[config.mk]
export PLATFORM = sky130hd
export DESIGN_NAME = erf_filter
export DESIGN_NICKNAME = d
export VERILOG_FILES = /design/src/erf_pkg.sv /design/src/erf_fifo.sv /design/src/erf_filter.sv
export SDC_FILE = /design/constraint.sdc
export NUM_CORES = 1
export LEC_CHECK = 0
export ABC_AREA = 1
export BUFFER_PORTS_ARGS = -buffer_cell sky130_fd_sc_hd__buf_2
export CAP_MARGIN = 0
export CORE_MARGIN = 5
export CORE_UTILIZATION = 45
export DETAILED_ROUTE_END_ITERATION = 7
export PLACE_DENSITY = 0.65
export SLEW_MARGIN = 20
export SYNTH_ARGS = -nofsm -noshare
export SYNTH_HDL_FRONTEND = slang
export SYNTH_HIERARCHICAL = 1
export SYNTH_SLANG_ARGS = --single-unit
[constraint.sdc]
create_clock -name pclk -period 10.5 [get_ports pclk]
set_input_delay 0.525 -clock pclk [delete_from_list [all_inputs] [get_ports pclk]]
set_output_delay 0.525 -clock pclk [all_outputs]
set_load 0.02 [all_outputs]
[src/erf_pkg.sv]
// Summary of operation
// - Bad-checksum collect set: accept only packets whose checksum failed.
// - Good-checksum only set: accept only packets whose checksum passed.
// - Short-frame collect set: accept only packets that qualify as short.
// - Short means under 64 bytes, plus good checksum when good-only is set.
// - Short-frame reject set: refuse every packet under 64 bytes.
// - Station unicast set: accept unicast matching the station address.
// - Foreign unicast set: accept unicast not matching the station address.
// - Multicast set: accept every multicast destination packet except broadcast.
// - Broadcast set: accept every broadcast destination packet.
// - Hash match counts whatever the hash filter enable says.
// - Wake-frame match counts whatever the wake filter enable says.
// - Settings act on the receive path only; transmit untouched.
package erf_pkg;
  localparam logic [11:0] ERF_ADDR_RXFC   = 12'h0000;
  localparam logic [11:0] ERF_ADDR_CTRL   = 12'h0004;
  localparam logic [11:0] ERF_ADDR_STA_LO = 12'h0008;
  localparam logic [11:0] ERF_ADDR_STA_HI = 12'h000C;
  localparam logic [11:0] ERF_ADDR_ACCCNT = 12'h0010;
  localparam logic [11:0] ERF_ADDR_REJCNT = 12'h0014;
  localparam logic [11:0] ERF_ADDR_STATUS = 12'h0018;

  localparam int ERF_BIT_BADCRC  = 7;
  localparam int ERF_BIT_GOODCRC = 6;
  localparam int ERF_BIT_RUNTCOL = 5;
  localparam int ERF_BIT_RUNTREJ = 4;
  localparam int ERF_BIT_UC      = 3;
  localparam int ERF_BIT_NOTME   = 2;
  localparam int ERF_BIT_MC      = 1;
  localparam int ERF_BIT_BC      = 0;
  localparam int ERF_BIT_HASH_FILTER_ENABLE    = 9;
  localparam int ERF_BIT_WAKE_FRAME_FILTER_ENABLE    = 8;
  localparam int ERF_BIT_RECEIVE_ENABLE    = 8;

  localparam logic [15:0] ERF_RUNT_BYTES = 16'h0040;
  localparam logic [31:0] ERF_RXFC_RST   = 32'h0000_0000;
  localparam logic [31:0] ERF_RXFC_MASK  = 32'h0000_03FF;
  localparam logic [47:0] ERF_BCAST      = 48'hFFFF_FFFF_FFFF;
  localparam int ERF_FIFO_DEPTH = 4;

  typedef struct packed {
    logic [47:0] dest;
    logic [15:0] length;
    logic        crc_ok;
    logic        hash_hit;
    logic        wake_hit;
  } erf_desc_t;

  typedef struct packed {
    logic        accept;
    logic [15:0] length;
  } erf_verdict_t;
endpackage

[src/erf_fifo.sv]
`timescale 1ns/1ns
`default_nettype none
module erf_fifo #(
  parameter int WIDTH = 8,
  parameter int DEPTH = 4
) (
  input  wire logic             pclk,
  input  wire logic             presetn,
  input  wire logic             in_valid,
  output logic                  in_ready,
  input  wire logic [WIDTH-1:0] in_data,
  output logic                  out_valid,
  input  wire logic             out_ready,
  output logic      [WIDTH-1:0] out_data
);
  localparam int AW = (DEPTH > 1) ? $clog2(DEPTH) : 1;
  logic [WIDTH-1:0] mem [DEPTH];
  logic [AW-1:0]    wr_ptr_reg;
  logic [AW-1:0]    rd_ptr_reg;
  logic [AW:0]      count_reg;
  logic [AW:0]      count_next;
  logic             in_ready_reg;
  logic             push;
  logic             pop;

  // Registered so the ready output comes straight from a flop
  assign in_ready  = in_ready_reg;
  assign out_valid = (count_reg != '0);
  assign out_data  = mem[rd_ptr_reg];
  assign push      = in_valid && in_ready;
  assign pop       = out_valid && out_ready;

  function automatic logic [AW-1:0] bump(input logic [AW-1:0] p);
    bump = (p == AW'(DEPTH - 1)) ? '0 : AW'(p + 1'b1);
  endfunction

  always_comb
  begin
    count_next = count_reg;
    if (push && !pop)
      count_next = count_reg + 1'b1;
    else if (pop && !push)
      count_next = count_reg - 1'b1;
  end

  always_ff @(posedge pclk)
  begin
    if (push)
    begin
      mem[wr_ptr_reg] <= in_data;
    end
  end

  always_ff @(posedge pclk or negedge presetn)
  begin
    if (!presetn)
    begin
      wr_ptr_reg <= '0;
      rd_ptr_reg <= '0;
      count_reg  <= '0;
      in_ready_reg <= 1'b1;
    end
    else
    begin
      if (push)
        wr_ptr_reg <= bump(wr_ptr_reg);
      if (pop)
        rd_ptr_reg <= bump(rd_ptr_reg);
      count_reg    <= count_next;
      in_ready_reg <= (count_next != (AW+1)'(DEPTH));
    end
  end
endmodule
`default_nettype wire

[src/erf_filter.sv]
`timescale 1ns/1ns
`default_nettype none
module erf_filter
  import erf_pkg::*;
(
  input  wire logic        pclk,
  input  wire logic        presetn,
  input  wire logic        psel,
  input  wire logic        penable,
  input  wire logic        pwrite,
  input  wire logic [11:0] paddr,
  input  wire logic [31:0] pwdata,
  output logic      [31:0] prdata,
  output logic             pready,
  output logic             pslverr,
  input  wire logic        desc_valid,
  output logic             desc_ready,
  input  wire erf_desc_t   desc,
  output logic             verdict_valid,
  input  wire logic        verdict_ready,
  output erf_verdict_t     verdict,
  output logic             receive_enable
);
  logic [31:0]  receive_filter_config_reg;
  logic [31:0]  mac_main_control_reg;
  logic [47:0]  station_addr_reg;
  logic [31:0]  accept_count_reg;
  logic [31:0]  reject_count_reg;
  logic [31:0]  prdata_reg;
  logic         pready_reg;
  logic         pslverr_reg;
  logic         verdict_valid_reg;
  erf_verdict_t verdict_reg;
  logic         cfg_write_refused_reg;
  logic         receive_enable_reg;

  logic         fifo_in_ready;
  logic         fifo_out_valid;
  logic         fifo_out_ready;
  erf_desc_t    fifo_out;
  logic         acc_next;
  logic         apb_access;
  logic         apb_wr;
  logic         known;

  erf_fifo #(
    .WIDTH ($bits(erf_desc_t)),
    .DEPTH (ERF_FIFO_DEPTH)
  ) u_fifo (
    .pclk      (pclk),
    .presetn   (presetn),
    .in_valid  (desc_valid),
    .in_ready  (fifo_in_ready),
    .in_data   (desc),
    .out_valid (fifo_out_valid),
    .out_ready (fifo_out_ready),
    .out_data  (fifo_out)
  );

  // Back-pressure straight from the queue
  assign desc_ready = fifo_in_ready;

  // Receive on, and verdict slot free or being drained this cycle
  assign fifo_out_ready = receive_enable_reg && (!verdict_valid_reg || verdict_ready);

  function automatic logic decide(input erf_desc_t d, input logic [31:0] c,
                                  input logic [47:0] sta);
    logic runt;
    logic mcast;
    logic bcast;
    logic ucast;
    logic qual;
    logic hit;
    runt  = (d.length < ERF_RUNT_BYTES);
    bcast = (d.dest == ERF_BCAST);
    // Group bit is the first bit on the wire of the first octet
    mcast = d.dest[40] && !bcast;
    ucast = !d.dest[40];
    qual  = 1'b1;
    if (c[ERF_BIT_BADCRC] && d.crc_ok)
      qual = 1'b0;
    if (c[ERF_BIT_GOODCRC] && !d.crc_ok)
      qual = 1'b0;
    if (c[ERF_BIT_RUNTCOL] && !(runt && (d.crc_ok || !c[ERF_BIT_GOODCRC])))
      qual = 1'b0;
    if (c[ERF_BIT_RUNTREJ] && runt)
      qual = 1'b0;
    hit = 1'b0;
    if (c[ERF_BIT_UC] && ucast && d.dest == sta)
      hit = 1'b1;
    if (c[ERF_BIT_NOTME] && ucast && d.dest != sta)
      hit = 1'b1;
    if (c[ERF_BIT_MC] && mcast)
      hit = 1'b1;
    if (c[ERF_BIT_BC] && bcast)
      hit = 1'b1;
    if (d.hash_hit)
      hit = 1'b1;
    if (d.wake_hit)
      hit = 1'b1;
    decide = qual && hit;
  endfunction

  assign acc_next = decide(fifo_out, receive_filter_config_reg,
                           station_addr_reg);

  // Verdict stage, receive path only
  always_ff @(posedge pclk or negedge presetn)
  begin
    if (!presetn)
    begin
      verdict_valid_reg <= 1'b0;
      verdict_reg       <= '0;
    end
    else if (fifo_out_valid && fifo_out_ready)
    begin
      verdict_valid_reg  <= 1'b1;
      verdict_reg.accept <= acc_next;
      verdict_reg.length <= fifo_out.length;
    end
    else if (verdict_ready)
    begin
      verdict_valid_reg <= 1'b0;
    end
  end

  always_ff @(posedge pclk or negedge presetn)
  begin
    if (!presetn)
    begin
      accept_count_reg <= '0;
      reject_count_reg <= '0;
    end
    else if (fifo_out_valid && fifo_out_ready)
    begin
      if (acc_next)
        accept_count_reg <= accept_count_reg + 1'b1;
      else
        reject_count_reg <= reject_count_reg + 1'b1;
    end
  end

  assign apb_access = psel && penable;
  assign apb_wr     = apb_access && pwrite;
  assign known = (paddr == ERF_ADDR_RXFC) || (paddr == ERF_ADDR_CTRL) ||
                 (paddr == ERF_ADDR_STA_LO) || (paddr == ERF_ADDR_STA_HI) ||
                 (paddr == ERF_ADDR_ACCCNT) || (paddr == ERF_ADDR_REJCNT) ||
                 (paddr == ERF_ADDR_STATUS);

  // Config writes honoured only while receive is off
  always_ff @(posedge pclk or negedge presetn)
  begin
    if (!presetn)
    begin
      receive_filter_config_reg <= ERF_RXFC_RST;
      cfg_write_refused_reg     <= 1'b0;
    end
    else if (apb_wr && paddr == ERF_ADDR_RXFC)
    begin
      if (!receive_enable_reg)
        receive_filter_config_reg <= pwdata & ERF_RXFC_MASK;
      cfg_write_refused_reg <= receive_enable_reg;
    end
  end

  always_ff @(posedge pclk or negedge presetn)
  begin
    if (!presetn)
    begin
      mac_main_control_reg <= '0;
      receive_enable_reg             <= 1'b0;
      station_addr_reg     <= '0;
    end
    else if (apb_wr)
    begin
      if (paddr == ERF_ADDR_CTRL)
      begin
        mac_main_control_reg <= pwdata & (32'h0000_0001 << ERF_BIT_RECEIVE_ENABLE);
        receive_enable_reg             <= pwdata[ERF_BIT_RECEIVE_ENABLE];
      end
      if (paddr == ERF_ADDR_STA_LO)
        station_addr_reg[31:0] <= pwdata;
      if (paddr == ERF_ADDR_STA_HI)
        station_addr_reg[47:32] <= pwdata[15:0];
    end
  end

  // Zero-wait APB slave: answer in the access cycle
  always_ff @(posedge pclk or negedge presetn)
  begin
    if (!presetn)
    begin
      prdata_reg  <= '0;
      pready_reg  <= 1'b0;
      pslverr_reg <= 1'b0;
    end
    else
    begin
      pready_reg  <= psel && !penable;
      pslverr_reg <= psel && !penable && !known;
      prdata_reg  <= '0;
      if (psel && !penable && !pwrite)
      begin
        unique case (paddr)
          ERF_ADDR_RXFC:   prdata_reg <= receive_filter_config_reg;
          ERF_ADDR_CTRL:   prdata_reg <= mac_main_control_reg;
          ERF_ADDR_STA_LO: prdata_reg <= station_addr_reg[31:0];
          ERF_ADDR_STA_HI: prdata_reg <= {16'h0000, station_addr_reg[47:32]};
          ERF_ADDR_ACCCNT: prdata_reg <= accept_count_reg;
          ERF_ADDR_REJCNT: prdata_reg <= reject_count_reg;
          ERF_ADDR_STATUS: prdata_reg <= {29'h0000_0000, cfg_write_refused_reg,
                                          verdict_valid_reg, fifo_out_valid};
          default:         prdata_reg <= '0;
        endcase
      end
    end
  end

  assign prdata         = prdata_reg;
  assign pready         = pready_reg;
  assign pslverr        = pslverr_reg;
  assign verdict_valid  = verdict_valid_reg;
  assign verdict        = verdict_reg;
  assign receive_enable = receive_enable_reg;
endmodule
`default_nettype wire

======== Yosys cells after proc, flatten, opt, wreduce, memory -nomap -nowiden ========
Memory sizes are Yosys's and may differ from the RTL's.
Index checks and enable logic that the tools add are counted.
word-level totals
  register bits ........................... 184
  RAM bits ................................ 268
  input port bits ......................... 118
  output and inout bits ................... 54
  word-level logic and storage cells ...... 111
  memories ................................ 1
memories
  memory      words  width  read ports  clocked after memory_dff  write ports  line            text
  u_fifo.mem  4      67     1           0                         1            erf_fifo.sv:17  logic [WIDTH-1:0] mem [DEPTH];
cells by class
  add/subtract/negate cells ............... 6
  magnitude comparators ................... 1
  equal/unequal tests ..................... 12
  muxes and demuxes ....................... 20
  bitwise gates (word level) .............. 2
  reductions and logical operators ........ 52
operator list
  operator                                                      number
  case mux 32 bit (7 select lines)                              1
  adder 32 x 1 -> 32 bit (second input constant)                2
  == test 48 bit                                                1
  == test 48 bit (second input constant)                        1
  != test 48 bit                                                1
  == test 12 x 5 -> 1 bit (second input constant)               3
  2-to-1 mux 32 bit                                             1
  == test 12 x 4 -> 1 bit (second input constant)               2
  logical AND 1 bit                                             24
  less-than comparator 16 x 7 -> 1 bit (second input constant)  1
  2-to-1 mux 1 bit                                              14
  == test 12 x 3 -> 1 bit (second input constant)               1
  zero test 12 bit                                              1
  AND reduction 2 bit                                           6
  zero test 1 bit                                               11
  logical OR 1 bit                                              8
  2-to-1 mux 3 bit                                              2
  adder 2 x 1 -> 2 bit (second input constant)                  2
  == test 2 bit (second input constant)                         2
  2-to-1 mux 2 bit                                              2
  adder 3 x 1 -> 3 bit (second input constant)                  1
  != test 3 bit (second input constant)                         1
  nonzero test 3 bit                                            1
  subtractor 3 x 1 -> 3 bit (second input constant)             1
  other kinds (2)                                               3

======== Longest topological paths before layout ========
An unclocked memory read counts as a cell.
  depth after elaboration ................. 13
  mapped depth ............................ 22

======== Hierarchy ========
The synthesis kept the hierarchy.
by module, submodules not included
  module      times used  cells an instance  area an instance (µm²)
  erf_fifo    1           712                10467.5
  erf_filter  1           1400               10067.2

======== Least setup slack after synthesis ========
Ideal clock, no wire load.
  kind .................................... reg-to-reg
  start point ............................. register u_fifo.in_ready_reg (netlist: u_fifo/in_ready)
  end point ............................... memory u_fifo/mem[0][0] (netlist name), enable pin
  arrival ................................. 3.501 ns
  path slack .............................. 6.507 ns
  stages on the path, launching flop included .. 3
  period minus slack after synthesis ...... 3.993 ns
  cell sequence ........................... dfstp_2 nand2_2 nor2_1
on the way
  longest elaborated chain between the ends .. 3
ends and longest elaborated chain
  element                                 line            text
  start: declaration                      erf_fifo.sv:22  logic in_ready_reg;
  start signal: assignment                erf_fifo.sv:70  in_ready_reg <= (count_next != (AW+1)'(DEPTH));
  logical AND 1 bit                       erf_fifo.sv:30  assign push = in_valid && in_ready;
  2-to-1 mux 1 bit                        erf_fifo.sv:48  if (push)
  2-to-1 mux 1 bit (not written as such)  erf_fifo.sv:50  mem[wr_ptr_reg] <= in_data;
  end: declaration                        erf_fifo.sv:17
No other way between the ends.

==> flow_summary.json <==
{
  "die_w_um": 223.6,
  "yosys-top-cells-count": "nand2_1, nor2_1, edfxtp_1",
  "min_path_type": "input pin to flip-flop",
  "finalCriticalPeriod_ns": 5.770,
  "buffer_ports.inserted": 171,
  "rows": 78,
  "syn_nets": 2240,
  "drt_pass1_iterations": 5,
  "layout_setup_ws_ns": 4.731,
  "crit_cells": 17,
  "largest_reg_flops": 268,
  "async_flop_share_pct": 40.71,
  "boundaryPins": 172,
  "ctsResizeCount": 0,
  "maxCapViolations": 0,
  "cp-startpoint": "u_fifo/rd_ptr_reg[0]",
  "critPathTopFamily": "simple AND/OR/NAND/NOR gates",
  "wl_per_cell_um": 19.80,
  "max_slew_margin_pct": 30.01,
  "cpPeakStageDelay_ns": 0.84,
  "fin_nets": 2385,
  "post_cts_buffers": 0,
  "cts_inserted_buffers": 48,
  "cts_buffer_depth": 3,
  "grt_pass1_vias": 15580,
  "setup-violations-final": 0,
  "synth_cell_types": 39,
  "fin_crit_sh_pct": 54.95,
  "grt_pass1_wl_mm": 89.05,
  "gr-total-overflow": 0,
  "ys.warnings.count": 6,
  "clkSlewWorstSetupHoldPaths_ns": 0.06,
  "syn-cell-area_sq_um": 20530,
  "syn_area_per_cell_sq_um": 9.723,
  "drt_iter0_drc": 1330,
  "h-tree-depth": 2,
  "multi_input_area_sq_um": 6778,
  "worstReg2RegEnd": "reject_count_reg[13]",
  "crit_arrival_ns": 6.24,
  "antenna_found_initial": 5,
  "crit_required_ns": 10.97,
  "power.leakage_nw": 9.888,
  "ir_worst_vdd_mv": 0.1909,
  "worstSetupPathType": "flip-flop to flip-flop",
  "r2r_slack_ns": 4.73,
  "path_common_cell": "nand2_1",
  "fmax_mhz": 173.3,
  "synth_area_leaders": "edfxtp_1, dfrtp_1, nand2_1",
  "slowest_stage": "nand2_2",
  "synth_flop_cell": "edfxtp_1",
  "synth_top_area_share_pct": 39.19,
  "synth.most_common_cell": "nand2_1",
  "hold_buffers": 1,
  "finalHoldViolCount": 0,
  "clk_latency_ns": 0.60,
  "gp_congestion": 0.9289,
  "end_kind": "flip-flop",
  "slew_violations": 0,
  "core_area_sq_um": 45280,
  "crit_end": "reject_count_reg[13]",
  "cts_sinks": 452,
  "tns_ns": 0,
  "start_util_pct": 45.35,
  "preCtsSetupSlack_ns": 4.830,
  "drc": 0,
  "synth_cells": 2112,
  "cts_tree": "built",
  "ant_nets": 0,
  "drive_gt1_share_pct": 13.32,
  "drt_wl_total_mm": 57.37,
  "rsz0062_at_grt": "no",
  "hpwl_mm": 39.01,
  "ff_latch_area_sq_um": 12660,
  "status": "completed",
  "die_y_um": 223.6,
  "tightest_slew_ns": 1.050,
  "cp_cell_sequence": "inv_6, buf_4, o21ai_0, o22ai_1, nand2_1, nor2_1, nand2_1, nor2_1, nand3_1, nand2_1, inv_1, nor2_1, nand3_2, nand2_2, nand2_2, nand2_1, nand2_1",
  "cts_root_buffer": "clkbuf_16",
  "grt_max_degree": 89,
  "worstPathMaxFanout": 88,
  "synth_edf_count": 268,
  "syn_to_final_growth_pct": 14.43,
  "rr_startpoint": "u_fifo/rd_ptr_reg[0]",
  "ys_seq_area_share_pct": 61.62,
  "pwr_density_cell_nw_per_um2": 239.9,
  "fillers": 4120,
  "via_per_inst": 5.384,
  "synth_area_leader_cell": "edfxtp_1",
  "ys_ff_latch": 452,
  "worst_setup_path_start_kind": "flip-flop",
  "dr_total_vias": 15604,
  "finalClockSkew_ns": 0.02642,
  "die_area_sq_um": 50010,
  "rr_worst_depth": 17,
  "crit_buf_inv": 3,
  "grt_usage_pct": 22.62
}
## how the worst min path moves through the flow
stage               slack, ns              endpoint  cells past startpoint                 start
finish                   0.11               pslverr                      2               penable
global route             0.10               pslverr                      2               penable
CTS                      0.08               pslverr                      2               penable
detailed placement       0.46            verdict[7]                      2            verdict[7]
global placement         0.46  accept_count_reg[31]                      2  accept_count_reg[31]
floorplan                0.23   accept_count_reg[0]                      0               presetn
## per-stage QoR
step                      total power, W  utilization [%]  cells  cell area, sq um  hold WS [ns]
final                           0.005637            51.89   2898             23500        0.1144
after global routing            0.005963            51.89   2898             23500        0.1039
after CTS                       0.005681            51.89   2897             23500       0.08043
after detailed placement        0.003910            48.20   2806             21830        0.4600
after global placement          0.003861            48.20   2806             21830        0.4560
after floorplan                 0.003468                -   2112             20530        0.2294
## power by group
group          switching [W]  internal [W]  total [W]
clock               0.000720       0.00104    0.00176
sequential          0.000126       0.00216    0.00228
combinational        0.00113      0.000459    0.00159
## kinds of logic (layout without fill, tap and decap cells)
logic type | Yosys count | count (layout) | synth area share [%]
simple gates | 973 | 973 | 19.44
flops | 452 | 452 | 61.62
fa+ha+maj | 10 | 10 | 0.6093
mux | 10 | 10 | 0.5484
other cells | 0 | 1 | 0
xor+xnor | 82 | 82 | 3.497
compound gates | 318 | 318 | 8.731
buf+inv | 267 | 452 | 5.557
## worst reg2reg max path, stage by stage (launching register included)
cell and delay [ns]:
dfrtp_4 0.70, inv_6 0.37, buf_4 0.76, o21ai_0 0.24, o22ai_1 0.36, nand2_1 0.10, nor2_1 0.11, nand2_1 0.06
nor2_1 0.24, nand3_1 0.12, nand2_1 0.07, inv_1 0.04, nor2_1 0.14, nand3_2 0.64, nand2_2 0.85, nand2_2 0.58
nand2_1 0.21, nand2_1 0.07
## cells in the final DEF, fill, tap and decap left out, types with 14 or more instances in the layout
master and count:
nor4_1 14, o22ai_1 81, clkbuf_16 49, inv_1 167
o21ai_0 172, nor3_1 27, nor2_1 280, nand4_1 50
edfxtp_1 268, nand2_1 523, nand3_1 61, buf_2 170
buf_4 15, xor2_1 52, xnor2_1 30, a21oi_1 23
dfrtp_1 181, clkinv_2 14
## layer usage
layer,global-route usage [%],vias to the layer above,part of all wire (%)
li1,-,7410,-
met1,30.49,7539,42
met2,37.29,533,48
met3,3.958,116,6.6
met4,8.043,6,3.5
met5,0,-,0.082
## area by class of cell
type                            instances  share of cell area (%)
Antenna cell                            1                 0.01065
Clock buffer                           60                   5.607
Clock inverter                         30                   1.459
Inverter                              175                   2.817
Multi-Input combinational cell       1393                   28.84
Sequential cell                       452                   53.87
Tap cell                              600                   3.195
Timing Repair Buffer                  187                   4.201
Power figures use the tool's default switching activity.
